## src/ovf_params.svh

```systemverilog
// Offsets, field positions, reset values and timing figures of the overvoltage handler
`ifndef OVF_PARAMS_SVH
`define OVF_PARAMS_SVH

`define OVF_ADDR_THRESHOLD  16'h0055
`define OVF_ADDR_REACTION   16'h0056
`define OVF_ADDR_EXPONENT   16'hfe39

`define OVF_THR_EXP_MSB     15
`define OVF_THR_EXP_LSB     11
`define OVF_THR_MANT_MSB    10
`define OVF_REACT_RESP_MSB  7
`define OVF_REACT_RESP_LSB  6
`define OVF_REACT_RETRY_MSB 5
`define OVF_REACT_RETRY_LSB 3
`define OVF_REACT_DLY_MSB   2
`define OVF_EXP_MSB         5
`define OVF_EXP_LSB         3

`define OVF_RST_MANTISSA    11'h7ff
`define OVF_RST_REACTION    8'h00
`define OVF_RST_EXPONENT    3'h0

`define OVF_RETRY_INFINITE  3'h7

`define OVF_CLK_PERIOD_NS   25
`define OVF_TICK_NS         1000000
`define OVF_DELAY1_BASE_MS  12'h00a
`define OVF_D2_MS_0         12'h0fc
`define OVF_D2_MS_1         12'h22e
`define OVF_D2_MS_2         12'h39c
`define OVF_D2_MS_3         12'h4ec
`define OVF_D2_MS_4         12'h63c
`define OVF_D2_MS_5         12'h78c
`define OVF_D2_MS_6         12'h8dc
`define OVF_D2_MS_7         12'ha2c

`endif

```

## src/ovf_pkg.sv

```systemverilog
// Types shared by the overvoltage handler
package ovf_pkg;
  typedef enum logic [1:0] {
    RESP_IGNORE,
    RESP_RIDE_THROUGH,
    RESP_SHUTDOWN_RETRY,
    RESP_HOLD_OFF
  } ovf_resp_type;

  typedef enum logic [2:0] {
    ST_RUN,
    ST_DELAY,
    ST_OFF_WAIT,
    ST_HOLD,
    ST_LATCHED
  } ovf_state_type;
endpackage

```

## src/ovf_tick.sv

```systemverilog
// Millisecond tick divider with restart
`timescale 1ns/10ps
module ovf_tick #(
  parameter int TICK_CYCLES = 40000
) (
  input  wire logic ref_clk,
  input  wire logic rstn,
  input  wire logic restart,
  output logic      tick
);
  import ovf_pkg::*;

  localparam int CW = $clog2(TICK_CYCLES + 1);
  localparam logic [CW-1:0] LAST = CW'(TICK_CYCLES - 1);

  logic [CW-1:0] cnt_q;
  logic [CW-1:0] cnt_d;
  logic          wrap;

  assign wrap  = (cnt_q == LAST);
  assign cnt_d = (restart || wrap) ? '0 : cnt_q + CW'(1);

  always_ff @(posedge ref_clk or negedge rstn) begin
    if (!rstn) begin
      cnt_q <= '0;
      tick  <= 1'b0;
    end else begin
      cnt_q <= cnt_d;
      tick  <= wrap && !restart;
    end
  end
endmodule

```

## src/ovf_handler.sv

```systemverilog
// Input overvoltage fault detector and response sequencer with its registers
// Notes on behaviour
// - Fault flag rises whenever the measured input voltage exceeds the threshold.
// - Threshold bits 15:11 read back exponent from exponent register bits 5:3.
// - Threshold bits 10:0 are writable mantissa; threshold is mantissa shifted by exponent.
// - Response field bits 7:6; code 00 ignores the fault.
// - Code 01 keeps running for delay one, then retries if fault persists.
// - Code 10 shuts output off at once, then retries up to the count.
// - Code 11 holds output off while fault stays, reenables after it clears.
// - Delay code picks delay one 10..1280 ms and restart spacing 252..2604 ms.
// - Retry codes 0..6 give that many restarts; code 7 retries forever.
// - Retries exhausted with fault still present latch output off until reset.
// - Delay two spaces restarts; delay one precedes disabling the output.
`timescale 1ns/10ps
`include "ovf_params.svh"
module ovf_handler #(
  parameter int VW          = 18,
  parameter int TICK_CYCLES = `OVF_TICK_NS / `OVF_CLK_PERIOD_NS
) (
  input  wire logic          ref_clk,
  input  wire logic          rstn,
  input  wire logic [VW-1:0] input_voltage,
  input  wire logic [15:0]   reg_addr,
  input  wire logic          reg_wr,
  input  wire logic          reg_rd,
  input  wire logic [15:0]   reg_wdata,
  output logic [15:0]        reg_rdata,
  output logic               fault_flag,
  output logic               output_enable,
  output logic               fault_latched,
  output ovf_pkg::ovf_state_type fault_state
);
  import ovf_pkg::*;

  ////////////////////////////////////////////////////////////////////////////
  // Functions
  function automatic logic [11:0] delay1_ms(input logic [2:0] code);
    delay1_ms = `OVF_DELAY1_BASE_MS << code;
  endfunction

  function automatic logic [11:0] delay2_ms(input logic [2:0] code);
    logic [11:0] v;
    v = `OVF_D2_MS_0;
    unique case (code)
      3'h0: v = `OVF_D2_MS_0;
      3'h1: v = `OVF_D2_MS_1;
      3'h2: v = `OVF_D2_MS_2;
      3'h3: v = `OVF_D2_MS_3;
      3'h4: v = `OVF_D2_MS_4;
      3'h5: v = `OVF_D2_MS_5;
      3'h6: v = `OVF_D2_MS_6;
      3'h7: v = `OVF_D2_MS_7;
    endcase
    return v;
  endfunction

  ////////////////////////////////////////////////////////////////////////////
  // Registers
  logic [10:0] mant_q;
  logic [7:0]  react_q;
  logic [2:0]  exp_q;
  logic        sel_thr;
  logic        sel_react;
  logic        sel_exp;
  logic [15:0] rd_mux;

  assign sel_thr   = (reg_addr == `OVF_ADDR_THRESHOLD);
  assign sel_react = (reg_addr == `OVF_ADDR_REACTION);
  assign sel_exp   = (reg_addr == `OVF_ADDR_EXPONENT);
  assign rd_mux    = sel_thr   ? {2'h0, exp_q, mant_q} :
                     sel_react ? {8'h00, react_q} :
                     sel_exp   ? {10'h000, exp_q, 3'h0} : 16'h0000;

  always_ff @(posedge ref_clk or negedge rstn) begin
    if (!rstn) begin
      mant_q    <= `OVF_RST_MANTISSA;
      react_q   <= `OVF_RST_REACTION;
      exp_q     <= `OVF_RST_EXPONENT;
      reg_rdata <= 16'h0000;
    end else begin
      if (reg_wr && sel_thr)
        mant_q <= reg_wdata[`OVF_THR_MANT_MSB:0];
      if (reg_wr && sel_react)
        react_q <= reg_wdata[7:0];
      if (reg_wr && sel_exp)
        exp_q <= reg_wdata[`OVF_EXP_MSB:`OVF_EXP_LSB];
      if (reg_rd)
        reg_rdata <= rd_mux;
    end
  end

  ////////////////////////////////////////////////////////////////////////////
  // Threshold compare
  logic [VW-1:0] threshold;
  logic          over;

  assign threshold = VW'({{(VW-11){1'b0}}, mant_q} << exp_q);
  assign over      = (input_voltage > threshold);

  ////////////////////////////////////////////////////////////////////////////
  // Reaction fields and timer
  ovf_resp_type resp;
  logic [2:0]   retry_code;
  logic [2:0]   dly_code;
  logic [2:0]   used_q;
  logic [2:0]   used_d;
  logic         retry_ok;
  logic [11:0]  ms_left_q;
  logic [11:0]  ms_left_d;
  logic         load;
  logic [11:0]  load_val;
  logic         tick;
  logic         expired;

  assign resp       = ovf_resp_type'(react_q[`OVF_REACT_RESP_MSB:`OVF_REACT_RESP_LSB]);
  assign retry_code = react_q[`OVF_REACT_RETRY_MSB:`OVF_REACT_RETRY_LSB];
  assign dly_code   = react_q[`OVF_REACT_DLY_MSB:0];
  assign retry_ok   = (retry_code == `OVF_RETRY_INFINITE) || (used_q < retry_code);
  assign expired    = (ms_left_q == 12'h000);

  ovf_tick #(
    .TICK_CYCLES(TICK_CYCLES)
  ) u_tick (
    .ref_clk(ref_clk),
    .rstn   (rstn),
    .restart(load),
    .tick   (tick)
  );

  ////////////////////////////////////////////////////////////////////////////
  // Response sequencer
  ovf_state_type state_d;

  always_comb begin
    state_d  = fault_state;
    load     = 1'b0;
    load_val = delay2_ms(dly_code);
    used_d   = used_q;
    unique case (fault_state)
      ST_RUN: begin
        if (!fault_flag) begin
          used_d = 3'h0;
        end else begin
          unique case (resp)
            RESP_IGNORE: state_d = ST_RUN;
            RESP_RIDE_THROUGH: begin
              state_d  = ST_DELAY;
              load     = 1'b1;
              load_val = delay1_ms(dly_code);
            end
            RESP_SHUTDOWN_RETRY: begin
              state_d = retry_ok ? ST_OFF_WAIT : ST_LATCHED;
              load    = 1'b1;
            end
            RESP_HOLD_OFF: state_d = ST_HOLD;
          endcase
        end
      end
      ST_DELAY: begin
        if (!fault_flag) begin
          state_d = ST_RUN;
        end else if (expired) begin
          state_d = retry_ok ? ST_OFF_WAIT : ST_LATCHED;
          load    = 1'b1;
        end
      end
      ST_OFF_WAIT: begin
        if (expired) begin
          state_d = ST_RUN;
          if (retry_code != `OVF_RETRY_INFINITE)
            used_d = used_q + 3'h1;
        end
      end
      ST_HOLD: begin
        if (!fault_flag)
          state_d = ST_RUN;
      end
      ST_LATCHED: state_d = ST_LATCHED;
      default: state_d = ST_LATCHED;
    endcase
  end

  assign ms_left_d = load ? load_val :
                     (tick && !expired) ? ms_left_q - 12'h001 : ms_left_q;

  always_ff @(posedge ref_clk or negedge rstn) begin
    if (!rstn) begin
      fault_state   <= ST_RUN;
      fault_flag    <= 1'b0;
      output_enable <= 1'b1;
      fault_latched <= 1'b0;
      used_q        <= 3'h0;
      ms_left_q     <= 12'h000;
    end else begin
      fault_state   <= state_d;
      fault_flag    <= over;
      output_enable <= (state_d == ST_RUN) || (state_d == ST_DELAY);
      fault_latched <= (state_d == ST_LATCHED);
      used_q        <= used_d;
      ms_left_q     <= ms_left_d;
    end
  end
endmodule

```

## config.mk

```make
export PLATFORM = sky130hd
export DESIGN_NAME = ovf_handler
export DESIGN_NICKNAME = d
export VERILOG_FILES = /design/src/ovf_pkg.sv /design/src/ovf_tick.sv /design/src/ovf_handler.sv
export VERILOG_INCLUDE_DIRS = /design/src /design/src/src
export SDC_FILE = /design/constraint.sdc
export NUM_CORES = 1
export LEC_CHECK = 0
export ABC_AREA = 1
export BUFFER_PORTS_ARGS = -buffer_cell sky130_fd_sc_hd__buf_2
export CAP_MARGIN = 20
export CORE_AREA = 2 2 97 99
export CTS_BUF_LIST = sky130_fd_sc_hd__clkbuf_16
export DETAILED_ROUTE_END_ITERATION = 8
export DIE_AREA = 0 0 99 101
export GPL_TIMING_DRIVEN = 0
export HOLD_SLACK_MARGIN = 0.1
export PLACE_DENSITY = 0.81
export SLEW_MARGIN = 20
export SYNTH_ARGS = -nofsm -noshare
export SYNTH_HDL_FRONTEND = slang
export SYNTH_SLANG_ARGS = --single-unit
```

## constraint.sdc

```tcl
create_clock -name ref_clk -period 5.5 [get_ports ref_clk]
set_input_delay 1.1 -clock ref_clk [delete_from_list [all_inputs] [get_ports ref_clk]]
set_output_delay 1.1 -clock ref_clk [all_outputs]
set_load 0.05 [all_outputs]
```

==> results.md, run 1 <==
* Status: complete, no violations
* Fraction of layout cells with a size suffix above 1 at 0.1490
* Largest net degree at the start of global routing at 52
* Worst hold slack at 0.4751 ns
* Pwr Density at 231.4 nW/µm²
* Drt total wl at 12.71 mm
* Slew Limit Headroom at 0.6286
* Crit-path max FO at 10
* Vias after detailed routing at 5066
* H-tree depth at 3
* Synth Instances at 733
* Cts repair resizes at 0
* GP Congestion at 0.9160
* Global Route met3 Usage at 0.04369
* DP Area at 5609 µm²
* TritonCTS clock tree: built
* Setup TNS at 0 ns
* Data arrival, critical path at 3.01 ns
* #FFs+latches synth at 74
* Initial Util at 0.5677
* Final min period at 2.776 ns
* N_diodes at 0
* Chip width at 99 µm
* Hold WC Path Type: register to register
* Fin nets at 901
* Peak VDD IR at 116.9 µV
* Post-DP HPWL at 9.551 mm
* Hold buffers post-CTS at 0
* Area delta synth->final at 16.50%
* CP required at 5.73 ns
* Met2 Use GR at 0.4657
* Fin cells at 930
* Post-Syn Area at 5096 µm²
* Fill count at 764
* # IOs at 76
* FMAX at 360.2 MHz
* Most used routing layer: met2
* Drt first-iter violations at 268
* Mapped Avg Cell Area at 6.952 µm²
* Power, Total at 0.001374 W
* Crit path capture: fault_flag$_DFF_PN0_
* Fin. max-slew vios at 0
* Core Rows at 35
* Setup bufs post-CTS at 0
* DR DRC count at 0
* Clk sinks at 74
* Initial antenna violation count at 0
* Slew @ Worst Pin at 0.5528 ns
* Leak Pwr at 3.071 nW
* Reg-to-reg slack, setup at 2.72 ns
* Clock slew at reported path FFs at 0.06 ns
* Port bufs at 68
* Clk_skew at 0.007665 ns
* Period utilisation layout at 0.5048
* R2R depth at 15
* Die Y at 101 µm
* RSZ-0062 raised after global routing: no
* Clock tree root buffer cell: clkbuf_16
* Crit path launch: exp_q[0]$_DFFE_PN0P_
* Worst-case clock buffer depth at 2
* Seq/Total Area, Yosys at 0.3663
* Worst skew pair latency at 0.34 ns
* Synth unique cells at 39
* R2R Path End: fault_flag$_DFF_PN0_
* RR Startpoint: exp_q[0]$_DFFE_PN0P_
* GRT met1 Usage at 0.3604
* Warnings, synthesis at 0
* Grt total ovfl at 0
* Drt first pass iters at 6
* Vias per std cell at 5.447
* Crit path capture type: register
* First-pass GRT wire length at 22.30 mm
* Cell total after placement at 914
* Die area at 9999 µm²
* WL/cell at 13.67 µm
* Clock buffer count from CTS at 9
* Vias in the first global route at 4924
* GRT Resource Usage Total at 0.2740
* Cell area after layout at 5937 µm²
* Final setup violation count at 0
* Max Cap Viol at 0
* Post-route ant nets at 0
* Critical path launch point type: register
* Core footprint at 8977 µm²
* Endpoints failing hold at 0
* Kind of critical path: register to register
-- sequential cells by signal, summed over array words and instances (netlist names), 3 cells and up --
signal,count
u_tick.cnt_q,16
reg_rdata,14
ms_left_q,12
mant_q,11
react_q,8
exp_q,3
fault_state,3
used_q,3
-- worst max-delay path, stage by stage (launching register included) --
cell      delay [ns]
dfrtp_1         0.32
clkbuf_1        0.33
inv_1           0.24
nand2_1         0.11
o21ai_0         0.11
o21ai_0         0.31
o21ai_0         0.15
ha_1            0.32
nand2_1         0.08
inv_1           0.04
o21ai_0         0.20
nand2_1         0.11
a21oi_1         0.16
nand3_1         0.09
nand2_1         0.07
inv_1           0.04
-- cells by family (layout without fill, tap and decap cells) --
family                   count (synthesis)  after routing  share of synthesized area
AO/OA/AOI/OAI                          100            100                     0.1046
XOR/XNOR                                 9              9                    0.01547
adder cells (fa/ha/maj)                 33             33                    0.08102
buffers and inverters                  104            189                    0.08372
flip-flops                              74             74                     0.3663
other                                    1              2                  0.0007359
AND/OR/NAND/NOR                        412            412                     0.3481
-- worst min-delay path by stage --
stage                                    startpoint                        end  slack (ns)  depth (start not counted)
after floorplan           u_tick.cnt_q[0]$_DFF_PN0_  u_tick.cnt_q[0]$_DFF_PN0_        0.43                          1
after global placement    u_tick.cnt_q[0]$_DFF_PN0_  u_tick.cnt_q[0]$_DFF_PN0_        0.44                          1
after detailed placement  u_tick.cnt_q[0]$_DFF_PN0_  u_tick.cnt_q[0]$_DFF_PN0_        0.46                          1
after CTS                 u_tick.cnt_q[0]$_DFF_PN0_  u_tick.cnt_q[0]$_DFF_PN0_        0.47                          1
after global routing      u_tick.cnt_q[0]$_DFF_PN0_  u_tick.cnt_q[0]$_DFF_PN0_        0.50                          1
final                     u_tick.cnt_q[0]$_DFF_PN0_  u_tick.cnt_q[0]$_DFF_PN0_        0.48                          1
-- report_power, final --
group          total, W  internal [W]  leakage (nW)  switching (W)
Clock          0.000645      0.000401         0.156       0.000244
Combinational  0.000143     0.0000528          1.94      0.0000898
Sequential     0.000586      0.000567         0.971      0.0000198
-- through the flow --
| step | util | setup slack [ns] |
|---|---|---|
| floorplan | - | 3.363 |
| global placement | 0.6215 | 2.871 |
| detailed placement | 0.6248 | 2.876 |
| CTS | 0.6613 | 2.804 |
| global route | 0.6613 | 2.453 |
| finish | 0.6613 | 2.724 |
-- placed cells by master (no fill, tap or decap), drive strengths merged, types with 7 or more instances in the layout --
cell / instances
xor2: 7
dfrtp: 62
inv: 81
ha: 33
nand3: 57
o21ai: 63
buf: 80
nand2: 240
a21oi: 23
dfstp: 12
nor3: 12
clkbuf: 20
nor2: 77
nand4: 13
-- cell type report --
class,instances,area (µm²),share of cell area
sequential,74,1867,0.3144
multi-input combinational,556,2806,0.4727
buffer,22,118.9,0.02002
timing repair buffer,69,370.4,0.06238
inverter,82,307.8,0.05184
clock inverter,7,102.6,0.01728
clock buffer,9,225.2,0.03793
tap,111,138.9,0.02339
-- cell usage after synthesis, drive strengths merged --
cell type	number	area, µm²
ha	33	412.9
dfrtp	62	1551
o22ai	4	25.02
or2	1	6.260
o21a	2	15.01
a21oi	23	115.1
clkinv	2	7.510
nor4	3	18.77
dfstp	12	315.3
inv	80	300.3
a31oi	1	6.260
nor2	77	306.5
clkbuf	11	41.29
o21bai	1	7.510
o31ai	5	37.54
xor2	7	61.31
nor2b	1	6.260
xnor2	2	17.52
o21ai	63	319.1
a21boi	1	7.510
nand3b	5	37.54
nand4	13	96.34
nand2	240	925.9
buf	11	77.56
nor3	12	60.06
conb	1	3.750
and2	3	18.77
nand3	57	297.8
-- per-layer routing --
metal  wire (µm)  part of all wire
met5           0                 0
met4         243             0.019
met3         666             0.052
met2        6106              0.48
met1        5697              0.45
Note: power is estimated with default switching activity, not from simulation.
==> run 2, diff against run 1 <==
CORE_AREA = 2 2 102 104   (was 2 2 97 99)
DIE_AREA = 0 0 104 106   (was 0 0 99 101)
PLACE_DENSITY = 0.77   (was 0.81)
clock period = 2.29 ns   (was 5.5 ns; I/O delays follow)
==> results.md, run 2 (synthesis results as in run 1) <==
* Clk pwr share at 0.455 (was 0.469)
* WL/cell at 13.12 µm (was 13.67 µm)
* Hold WC Path Type: input port to register (was register to register)
* CP required at 2.56 ns (was 5.73 ns)
* Fraction of layout cells with a size suffix above 1 at 0.1717 (was 0.1490)
* Worst skew pair latency at 0.34 ns (about the same)
* Port bufs at 68 (unchanged)
* Slew Limit Headroom at 0.6487 (was 0.6286)
* GRT Resource Usage Total at 0.2352 (was 0.2740)
* Chip width at 104 µm (was 99 µm)
* Crit path launch: mant_q[10]$_DFFE_PN1P_ (was exp_q[0]$_DFFE_PN0P_)
* Leak Pwr at 3.104 nW (was 3.071 nW)
* R2R depth at 13 (was 15)
* Area delta synth->final at 18.61% (was 16.50%)
* Drt first-iter violations at 281 (was 268)
* GP Congestion at 0.9073 (was 0.9160)
* Worst-path cell chain: inv_1 > o21ai_0 > inv_1 > nor2_1 > nand2_1 > ha_1 > nand2_1 > nor2_2 > nor2b_2 > nand4_1 > nand3_1 > nand2_1 > inv_1 (was clkbuf_1 > inv_1 > nand2_1 > o21ai_0 > o21ai_0 > o21ai_0 > ha_1 > nand2_1 > inv_1 > o21ai_0 > nand2_1 > a21oi_1 > nand3_1 > nand2_1 > inv_1)
* Pwr Density at 534.6 nW/µm² (was 231.4 nW/µm²)
* Fin cells at 957 (was 930)
* Core Rows at 37 (was 35)
* R2R Path End: fault_flag$_DFF_PN0_ (unchanged)
* Most flops, register: u_tick.cnt_q (unchanged)
* Final min period at 2.172 ns (was 2.776 ns)
* Core footprint at 10000 µm² (was 8977 µm²)
* DR DRC count at 0 (unchanged)
* Clock buffer count from CTS at 9 (unchanged)
* Fin nets at 903 (was 901)
* Initial antenna violation count at 0 (unchanged)
* Vias per std cell at 5.293 (was 5.447)
* Final worst slack at 0.1179 ns (was 2.724 ns)
* Reg-to-reg slack, setup at 0.12 ns (was 2.72 ns)
* Die area at 11020 µm² (was 9999 µm²)
* Commonest non-fill, non-tap cell in the layout: nand2_1 (unchanged)
* Post-DP HPWL at 9.633 mm (was 9.551 mm)
* Fin. max-slew vios at 0 (unchanged)
* Largest register FFs at 16 (unchanged)
* Max Cap Viol at 0 (unchanged)
* TritonCTS clock tree: built (unchanged)
* Crit path capture: fault_flag$_DFF_PN0_ (unchanged)
* Clk sinks at 74 (unchanged)
* Vias after detailed routing at 5065 (was 5066)
* Post-route ant nets at 0 (unchanged)
* Status: complete, no violations (unchanged)
* Power, Total at 0.003231 W (was 0.001374 W)
* Drt total wl at 12.56 mm (was 12.71 mm)
* Initial Util at 0.5096 (was 0.5677)
* Critical path launch point type: register (unchanged)
* # IOs at 76 (unchanged)
* Largest regs: u_tick.cnt_q x16, reg_rdata x14, ms_left_q x12 (unchanged)
* Die Y at 106 µm (was 101 µm)
* First-pass GRT wire length at 21.44 mm (was 22.30 mm)
* Cell total after placement at 939 (was 914)
* Crit path capture type: register (unchanged)
* Crit-path max FO at 4 (was 10)
* Slew @ Worst Pin at 0.5230 ns (was 0.5528 ns)
* Final setup violation count at 0 (unchanged)
* Kind of critical path: register to register (unchanged)
* Data arrival, critical path at 2.45 ns (was 3.01 ns)
* Largest net degree at the start of global routing at 41 (was 52)
* Psw at 0.0008032 W (was 0.0003536 W)
* Most frequent cells in the layout: 236 x nand2_1, 79 x inv_1, 71 x buf_2 (was 236 x nand2_1, 78 x inv_1, 72 x buf_2, 72 x nor2_1)
* Endpoints failing hold at 0 (unchanged)
* Cell Int Power at 0.002428 W (was 0.001020 W)
* Grt total ovfl at 0 (unchanged)
* FMAX at 460.4 MHz (was 360.2 MHz)
* Sequential power share at 0.436 (was 0.427)
* Switching portion of total power at 0.2486 (was 0.2574)
* Worst-case clock buffer depth at 2 (unchanged)
* Peak VDD IR at 470.7 µV (was 116.9 µV)
* Slowest CP cell: dfstp_2 (was clkbuf_1)
* H-tree depth at 3 (unchanged)
* Clock tree root buffer cell: clkbuf_16 (unchanged)
* N_diodes at 0 (unchanged)
* Combinational power share at 0.109 (was 0.104)
* Clock slew at reported path FFs at 0.06 ns (about the same)
* Pre-CTS setup slack at -0.2698 ns (was 2.876 ns)
* RR Startpoint: mant_q[10]$_DFFE_PN1P_ (was exp_q[0]$_DFFE_PN0P_)
* Worst path max stage delay at 0.53 ns (was 0.33 ns)
* Period utilisation layout at 0.9485 (was 0.5048)
* Vias in the first global route at 4963 (was 4924)
* Drt first pass iters at 5 (was 6)
* Clk_skew at 0.006547 ns (was 0.007665 ns)
-- run 2: cell types whose count changed in the layout (fill, tap and decap cells not counted), sizes merged --
cell	delta
clkbuf	-1
dlygate4sd3	+1
clkinvlp	-1
inv	+1
buf	+2
-- run 2: metrics by stage --
stage	hold WS, ns	util	setup TNS (ns)	cell area (µm²)
3_5_place_dp	0.4453	0.5633	-0.2698	5633
5_1_grt	0.3649	0.6045	-0.03926	6045
2_1_floorplan	0.1624	-	0	5100
6_report	0.3496	0.6045	0	6045
3_3_place_gp	0.4434	0.5611	-0.1619	5610
4_1_cts	0.3428	0.5950	0	5949
-- run 2: per-layer routing --
| layer | GRT usage | vias to the layer above | part of all wire |
|---|---|---|---|
| met5 | 0 | - | 0 |
| met4 | 0.08398 | 0 | 0.021 |
| li1 | - | 2527 | - |
| met1 | 0.2920 | 2369 | 0.45 |
| met3 | 0.04231 | 25 | 0.046 |
| met2 | 0.4117 | 144 | 0.49 |
-- run 2: worst min path at each step --
| stage | slack [ns] | depth (start not counted) | startpoint | to |
|---|---|---|---|---|
| 4_1_cts | 0.34 | 3 | reg_wdata[8] | mant_q[8]$_DFFE_PN1P_ |
| 2_1_floorplan | 0.16 | 0 | rstn | exp_q[0]$_DFFE_PN0P_ |
| 3_5_place_dp | 0.45 | 1 | rstn | fault_latched$_DFF_PN0_ |
| 3_3_place_gp | 0.44 | 1 | u_tick.cnt_q[0]$_DFF_PN0_ | u_tick.cnt_q[0]$_DFF_PN0_ |
| 6_report | 0.35 | 3 | reg_wdata[8] | mant_q[8]$_DFFE_PN1P_ |
| 5_1_grt | 0.36 | 3 | reg_wdata[10] | mant_q[10]$_DFFE_PN1P_ |
-- run 2: final cells by class --
cell class	instances	area (µm²)
buffer	21	126.4
clock buffer	9	225.2
clock inverter	7	80.08
fill	953	3955
inverter	82	312.8
multi-input combinational	556	2870
sequential	74	1868
tap	136	170.2
timing repair buffer	72	391.6
-- run 2: power by group through the flow --
stage / Clock [W] / Combinational (W) / Sequential (W)
2_1_floorplan: 0 / 0.000208 / 0.00143
3_3_place_gp: 0 / 0.000318 / 0.00143
3_5_place_dp: 0 / 0.000344 / 0.00143
4_1_cts: 0.00148 / 0.000345 / 0.00141
5_1_grt: 0.00154 / 0.000403 / 0.00141
6_report: 0.00147 / 0.000351 / 0.00141
-- run 2: what timing repair did --
item / 4_1_cts / 5_1_grt
hold buffers: 1 / 0
buffers inserted: 0 / 2
pin swaps: 0 / 5
hold endpoints to repair: 6 / 0
gates resized for setup: 7 / 39
setup endpoints to repair: 1 / 1
-- run 2: critical path: cells and delay by family, from the launching register on --
family,cells,cell delay [ns]
AOI/OAI and AO/OA,1,0.20
adders and majority gates,1,0.29
buffers and inverters,3,0.21
DFF,1,0.53
and+or+nand+nor,8,0.88
==> run 3, diff against run 2 <==
SYNTH_HIERARCHICAL = 1   (was unset)
==> results.md, run 3 <==
* Status: complete, no violations (unchanged)
* Synth unique cells at 38 (was 39)
* Leak Pwr at 2.974 nW (was 3.104 nW)
* Die area at 11020 µm² (unchanged)
* First-pass GRT wire length at 21.56 mm (was 21.44 mm)
* Power, Total at 0.003143 W (was 0.003231 W)
* Pwr Density at 516.8 nW/µm² (was 534.6 nW/µm²)
* CP required at 2.52 ns (was 2.56 ns)
* Asr flop ratio synth at 1.000 (unchanged)
* Post-route ant nets at 0 (unchanged)
* Cell total after placement at 915 (was 939)
* Cell with the most instances after synthesis: nand2_1 (unchanged)
* Top cell type's share of synthesized area at 0.3067 (was 0.3044)
* Post-Syn Area at 5059 µm² (was 5096 µm²)
* Hold WC Path Type: input port to register (unchanged)
* Top cells by area, synth: dfrtp_1 31%, nand2_1 17%, ha_1 8.2% (was dfrtp_1 30%, nand2_1 17%, ha_1 8.1%)
* Worst-path cell chain: buf_8 > buf_8 > nand2_1 > nand3_1 > o21ai_2 > nor2_1 > a31oi_1 > ha_1 > a21oi_1 > o21a_1 > nand2_1 > nand2_1 > nand3_2 > nand2_2 > inv_1 (was inv_1 > o21ai_0 > inv_1 > nor2_1 > nand2_1 > ha_1 > nand2_1 > nor2_2 > nor2b_2 > nand4_1 > nand3_1 > nand2_1 > inv_1)
* Synth Area in Compound Gates at 0.1022 (was 0.1046)
* Port bufs at 68 (unchanged)
* Clock tree root buffer cell: clkbuf_16 (unchanged)
* Critical path's top delay family: compound AO/OA/AOI/OAI gates (was simple AND/OR/NAND/NOR gates)
* Cell area after layout at 6082 µm² (was 6045 µm²)
* FMAX at 454.5 MHz (was 460.4 MHz)
* Post-DP HPWL at 9.598 mm (was 9.633 mm)
* Post-synth EDFFs at 0 (unchanged)
* Grt total ovfl at 0 (unchanged)
* GP Congestion at 0.8882 (was 0.9073)
* #FFs+latches synth at 74 (unchanged)
* WL/cell at 13.43 µm (was 13.12 µm)
* Crit path capture type: register (unchanged)
* Worst path max stage delay at 0.39 ns (was 0.53 ns)
* Seq/Total Area, Yosys at 0.3690 (was 0.3663)
* Clk_skew at 0.009427 ns (was 0.006547 ns)
* Most frequent cells in the layout: 228 x nand2_1, 72 x nor2_1, 71 x buf_2 (was 236 x nand2_1, 79 x inv_1, 71 x buf_2)
* Vias after detailed routing at 4980 (was 5065)
* Most flops, register: u_tick/cnt_q (was u_tick.cnt_q)
* Drt first pass iters at 5 (unchanged)
* TritonCTS clock tree: built (unchanged)
* N_diodes at 0 (unchanged)
* Crit-path max FO at 9 (was 4)
* Slew Limit Headroom at 0.5200 (was 0.6487)
* Fraction of layout cells with a size suffix above 1 at 0.2075 (was 0.1717)
* Final min period at 2.200 ns (was 2.172 ns)
* Slowest CP cell: dfrtp_1 (was dfstp_2)
* Synth Area in XOR/XNOR at 0.02597 (was 0.01547)
* Core footprint at 10000 µm² (unchanged)
* Vias per std cell at 5.321 (was 5.293)
* Period utilisation layout at 0.9607 (was 0.9485)
* Clock slew at reported path FFs at 0.06 ns (about the same)
* Initial antenna violation count at 0 (unchanged)
* Worst hold slack at 0.3587 ns (was 0.3496 ns)
* Most frequent CP cell: nand2_1
* Area delta synth->final at 20.23% (was 18.61%)
* Endpoints failing hold at 0 (unchanged)
* Dominant synthesized flop cell: dfrtp_1 (unchanged)
* Synth Area in Adders at 0.08162 (was 0.08102)
* Fin. max-slew vios at 0 (unchanged)
* # IOs at 76 (unchanged)
* Peak VDD IR at 425.2 µV (was 470.7 µV)
* Drt first-iter violations at 281 (unchanged)
* Max Cap Viol at 0 (unchanged)
* Worst skew pair latency at 0.33 ns (was 0.34 ns)
* Synth Instances at 709 (was 733)
* Data arrival, critical path at 2.43 ns (was 2.45 ns)
* Largest regs: u_tick/cnt_q x16, reg_rdata x14, ms_left_q x12 (was u_tick.cnt_q x16, reg_rdata x14, ms_left_q x12)
* Fin nets at 882 (was 903)
* Final setup violation count at 0 (unchanged)
* Largest area contributor in the netlist: dfrtp_1 (unchanged)
* Hold Crit Depth at 3 (unchanged)
* Slew @ Worst Pin at 0.7200 ns (was 0.5230 ns)
* Drt total wl at 12.57 mm (was 12.56 mm)
* Bufs and invs on worst path at 3 (unchanged)
* Critical path launch point type: register (unchanged)
* DR DRC count at 0 (unchanged)
* Mux share of post-synthesis cell area at 0.001979 (was 0)
* Clock buffer count from CTS at 9 (unchanged)
* Clk sinks at 74 (unchanged)
* Chip width at 104 µm (unchanged)
* Core Rows at 37 (unchanged)
* Largest register FFs at 16 (unchanged)
* Kind of critical path: register to register (unchanged)
* Worst-case clock buffer depth at 2 (unchanged)
* Vias in the first global route at 4737 (was 4963)
* Crit path depth at 15 (was 13)
* Fin cells at 936 (was 957)
* GRT Resource Usage Total at 0.2364 (was 0.2352)
* Warnings, synthesis at 6 (was 0)
* List of most frequent post-synthesis cells: 231 x nand2_1, 72 x nor2_1, 62 x dfrtp_1, 57 x nand3_1, 56 x inv_1 (was 236 x nand2_1, 78 x inv_1, 72 x nor2_1, 62 x dfrtp_1, 62 x o21ai_0)
* R2R depth at 15 (was 13)
* DP Area at 5603 µm² (was 5633 µm²)
* H-tree depth at 3 (unchanged)
* Largest net degree at the start of global routing at 50 (was 41)
* Initial Util at 0.5059 (was 0.5096)
* Largest family of logic cells by synthesized area: simple AND/OR/NAND/NOR gates (unchanged)
* Simple-Gate Fraction of Synth Area at 0.3480 (was 0.3481)
* Die Y at 106 µm (unchanged)
* Commonest non-fill, non-tap cell in the layout: nand2_1 (unchanged)
* Mapped Avg Cell Area at 7.135 µm² (was 6.952 µm²)
[run 3: path summary, 6_finish.rpt]
path / start / endpoint / slack (ns)
setup reg to reg: exp_q[0]$_DFFE_PN0P_ / fault_flag$_DFF_PN0_ / 0.09
setup / recovery: exp_q[0]$_DFFE_PN0P_ / fault_flag$_DFF_PN0_ / 0.09
min in group asynchronous: rstn / fault_state[1]$_DFF_PN0_ / 0.59
hold / removal: reg_wdata[9] / mant_q[9]$_DFFE_PN1P_ / 0.36
max in group asynchronous: rstn / mant_q[10]$_DFFE_PN1P_ / 1.09
hold reg to reg: reg_rdata[0]$_DFFE_PN0P_ / reg_rdata[0]$_DFFE_PN0P_ / 0.48
[run 3: area by class of cell]
| cell class | instances | area, µm² |
|---|---|---|
| Multi-Input combinational cell | 554 | 2922 |
| Sequential cell | 74 | 1868 |
| Inverter | 62 | 247.7 |
| Buffer | 20 | 150.1 |
| Clock buffer | 9 | 225.2 |
| Fill cell | 900 | 3918 |
| Tap cell | 136 | 170.2 |
| Timing Repair Buffer | 74 | 427.9 |
| Clock inverter | 7 | 71.32 |
[run 3: metal layers]
layer | track usage | wire, µm | up-vias
met1 | 0.3023 | 5440 | 2357
met4 | 0.07239 | 296 | 0
li1 | - | - | 2469
met2 | 0.4074 | 6230 | 128
met5 | 0 | 0 | -
met3 | 0.04476 | 598 | 26
[run 3: worst register-to-register path: cells and delay by family, from the launching register on]
kind	cells	cell delay, ns
buf+inv	3	0.35
fa+ha+maj	1	0.28
compound gates	4	0.55
simple gates	7	0.53
flops	1	0.39
[run 3: stage by stage]
stage,worst slack (ns),utilization,TNS [ns]
finish,0.08991,0.6082,0
CTS,0.009361,0.5920,0
floorplan,0.3371,-,0
global route,-0.03451,0.6082,-0.03451
global placement,-0.08246,0.5573,-0.08246
detailed placement,-0.1381,0.5603,-0.1381
[run 3: cell families after synthesis]
| family | count (synthesis) |
|---|---|
| AO/OA/AOI/OAI | 97 |
| XOR/XNOR | 15 |
| adder cells (fa/ha/maj) | 33 |
| buffers and inverters | 82 |
| flip-flops | 74 |
| multiplexers | 1 |
| other | 1 |
| AND/OR/NAND/NOR | 406 |
[run 3: power breakdown]
group / total [W] / switching (W) / internal, W / leakage [nW]
Sequential: 0.00141 / 0.0000524 / 0.00136 / 0.971
Clock: 0.00141 / 0.000571 / 0.000842 / 0.144
Combinational: 0.000320 / 0.000187 / 0.000134 / 1.86
[run 3: what timing repair did]
| action | CTS | global route |
|---|---|---|
| endpoints found under the hold margin | 24 | 0 |
| cloned | 0 | 1 |
| gates resized for setup | 4 | 56 |
| hold buffers | 1 | 0 |
| endpoints found under the setup margin | 1 | 1 |
| pin swaps | 0 | 14 |
| setup buffers | 0 | 3 |
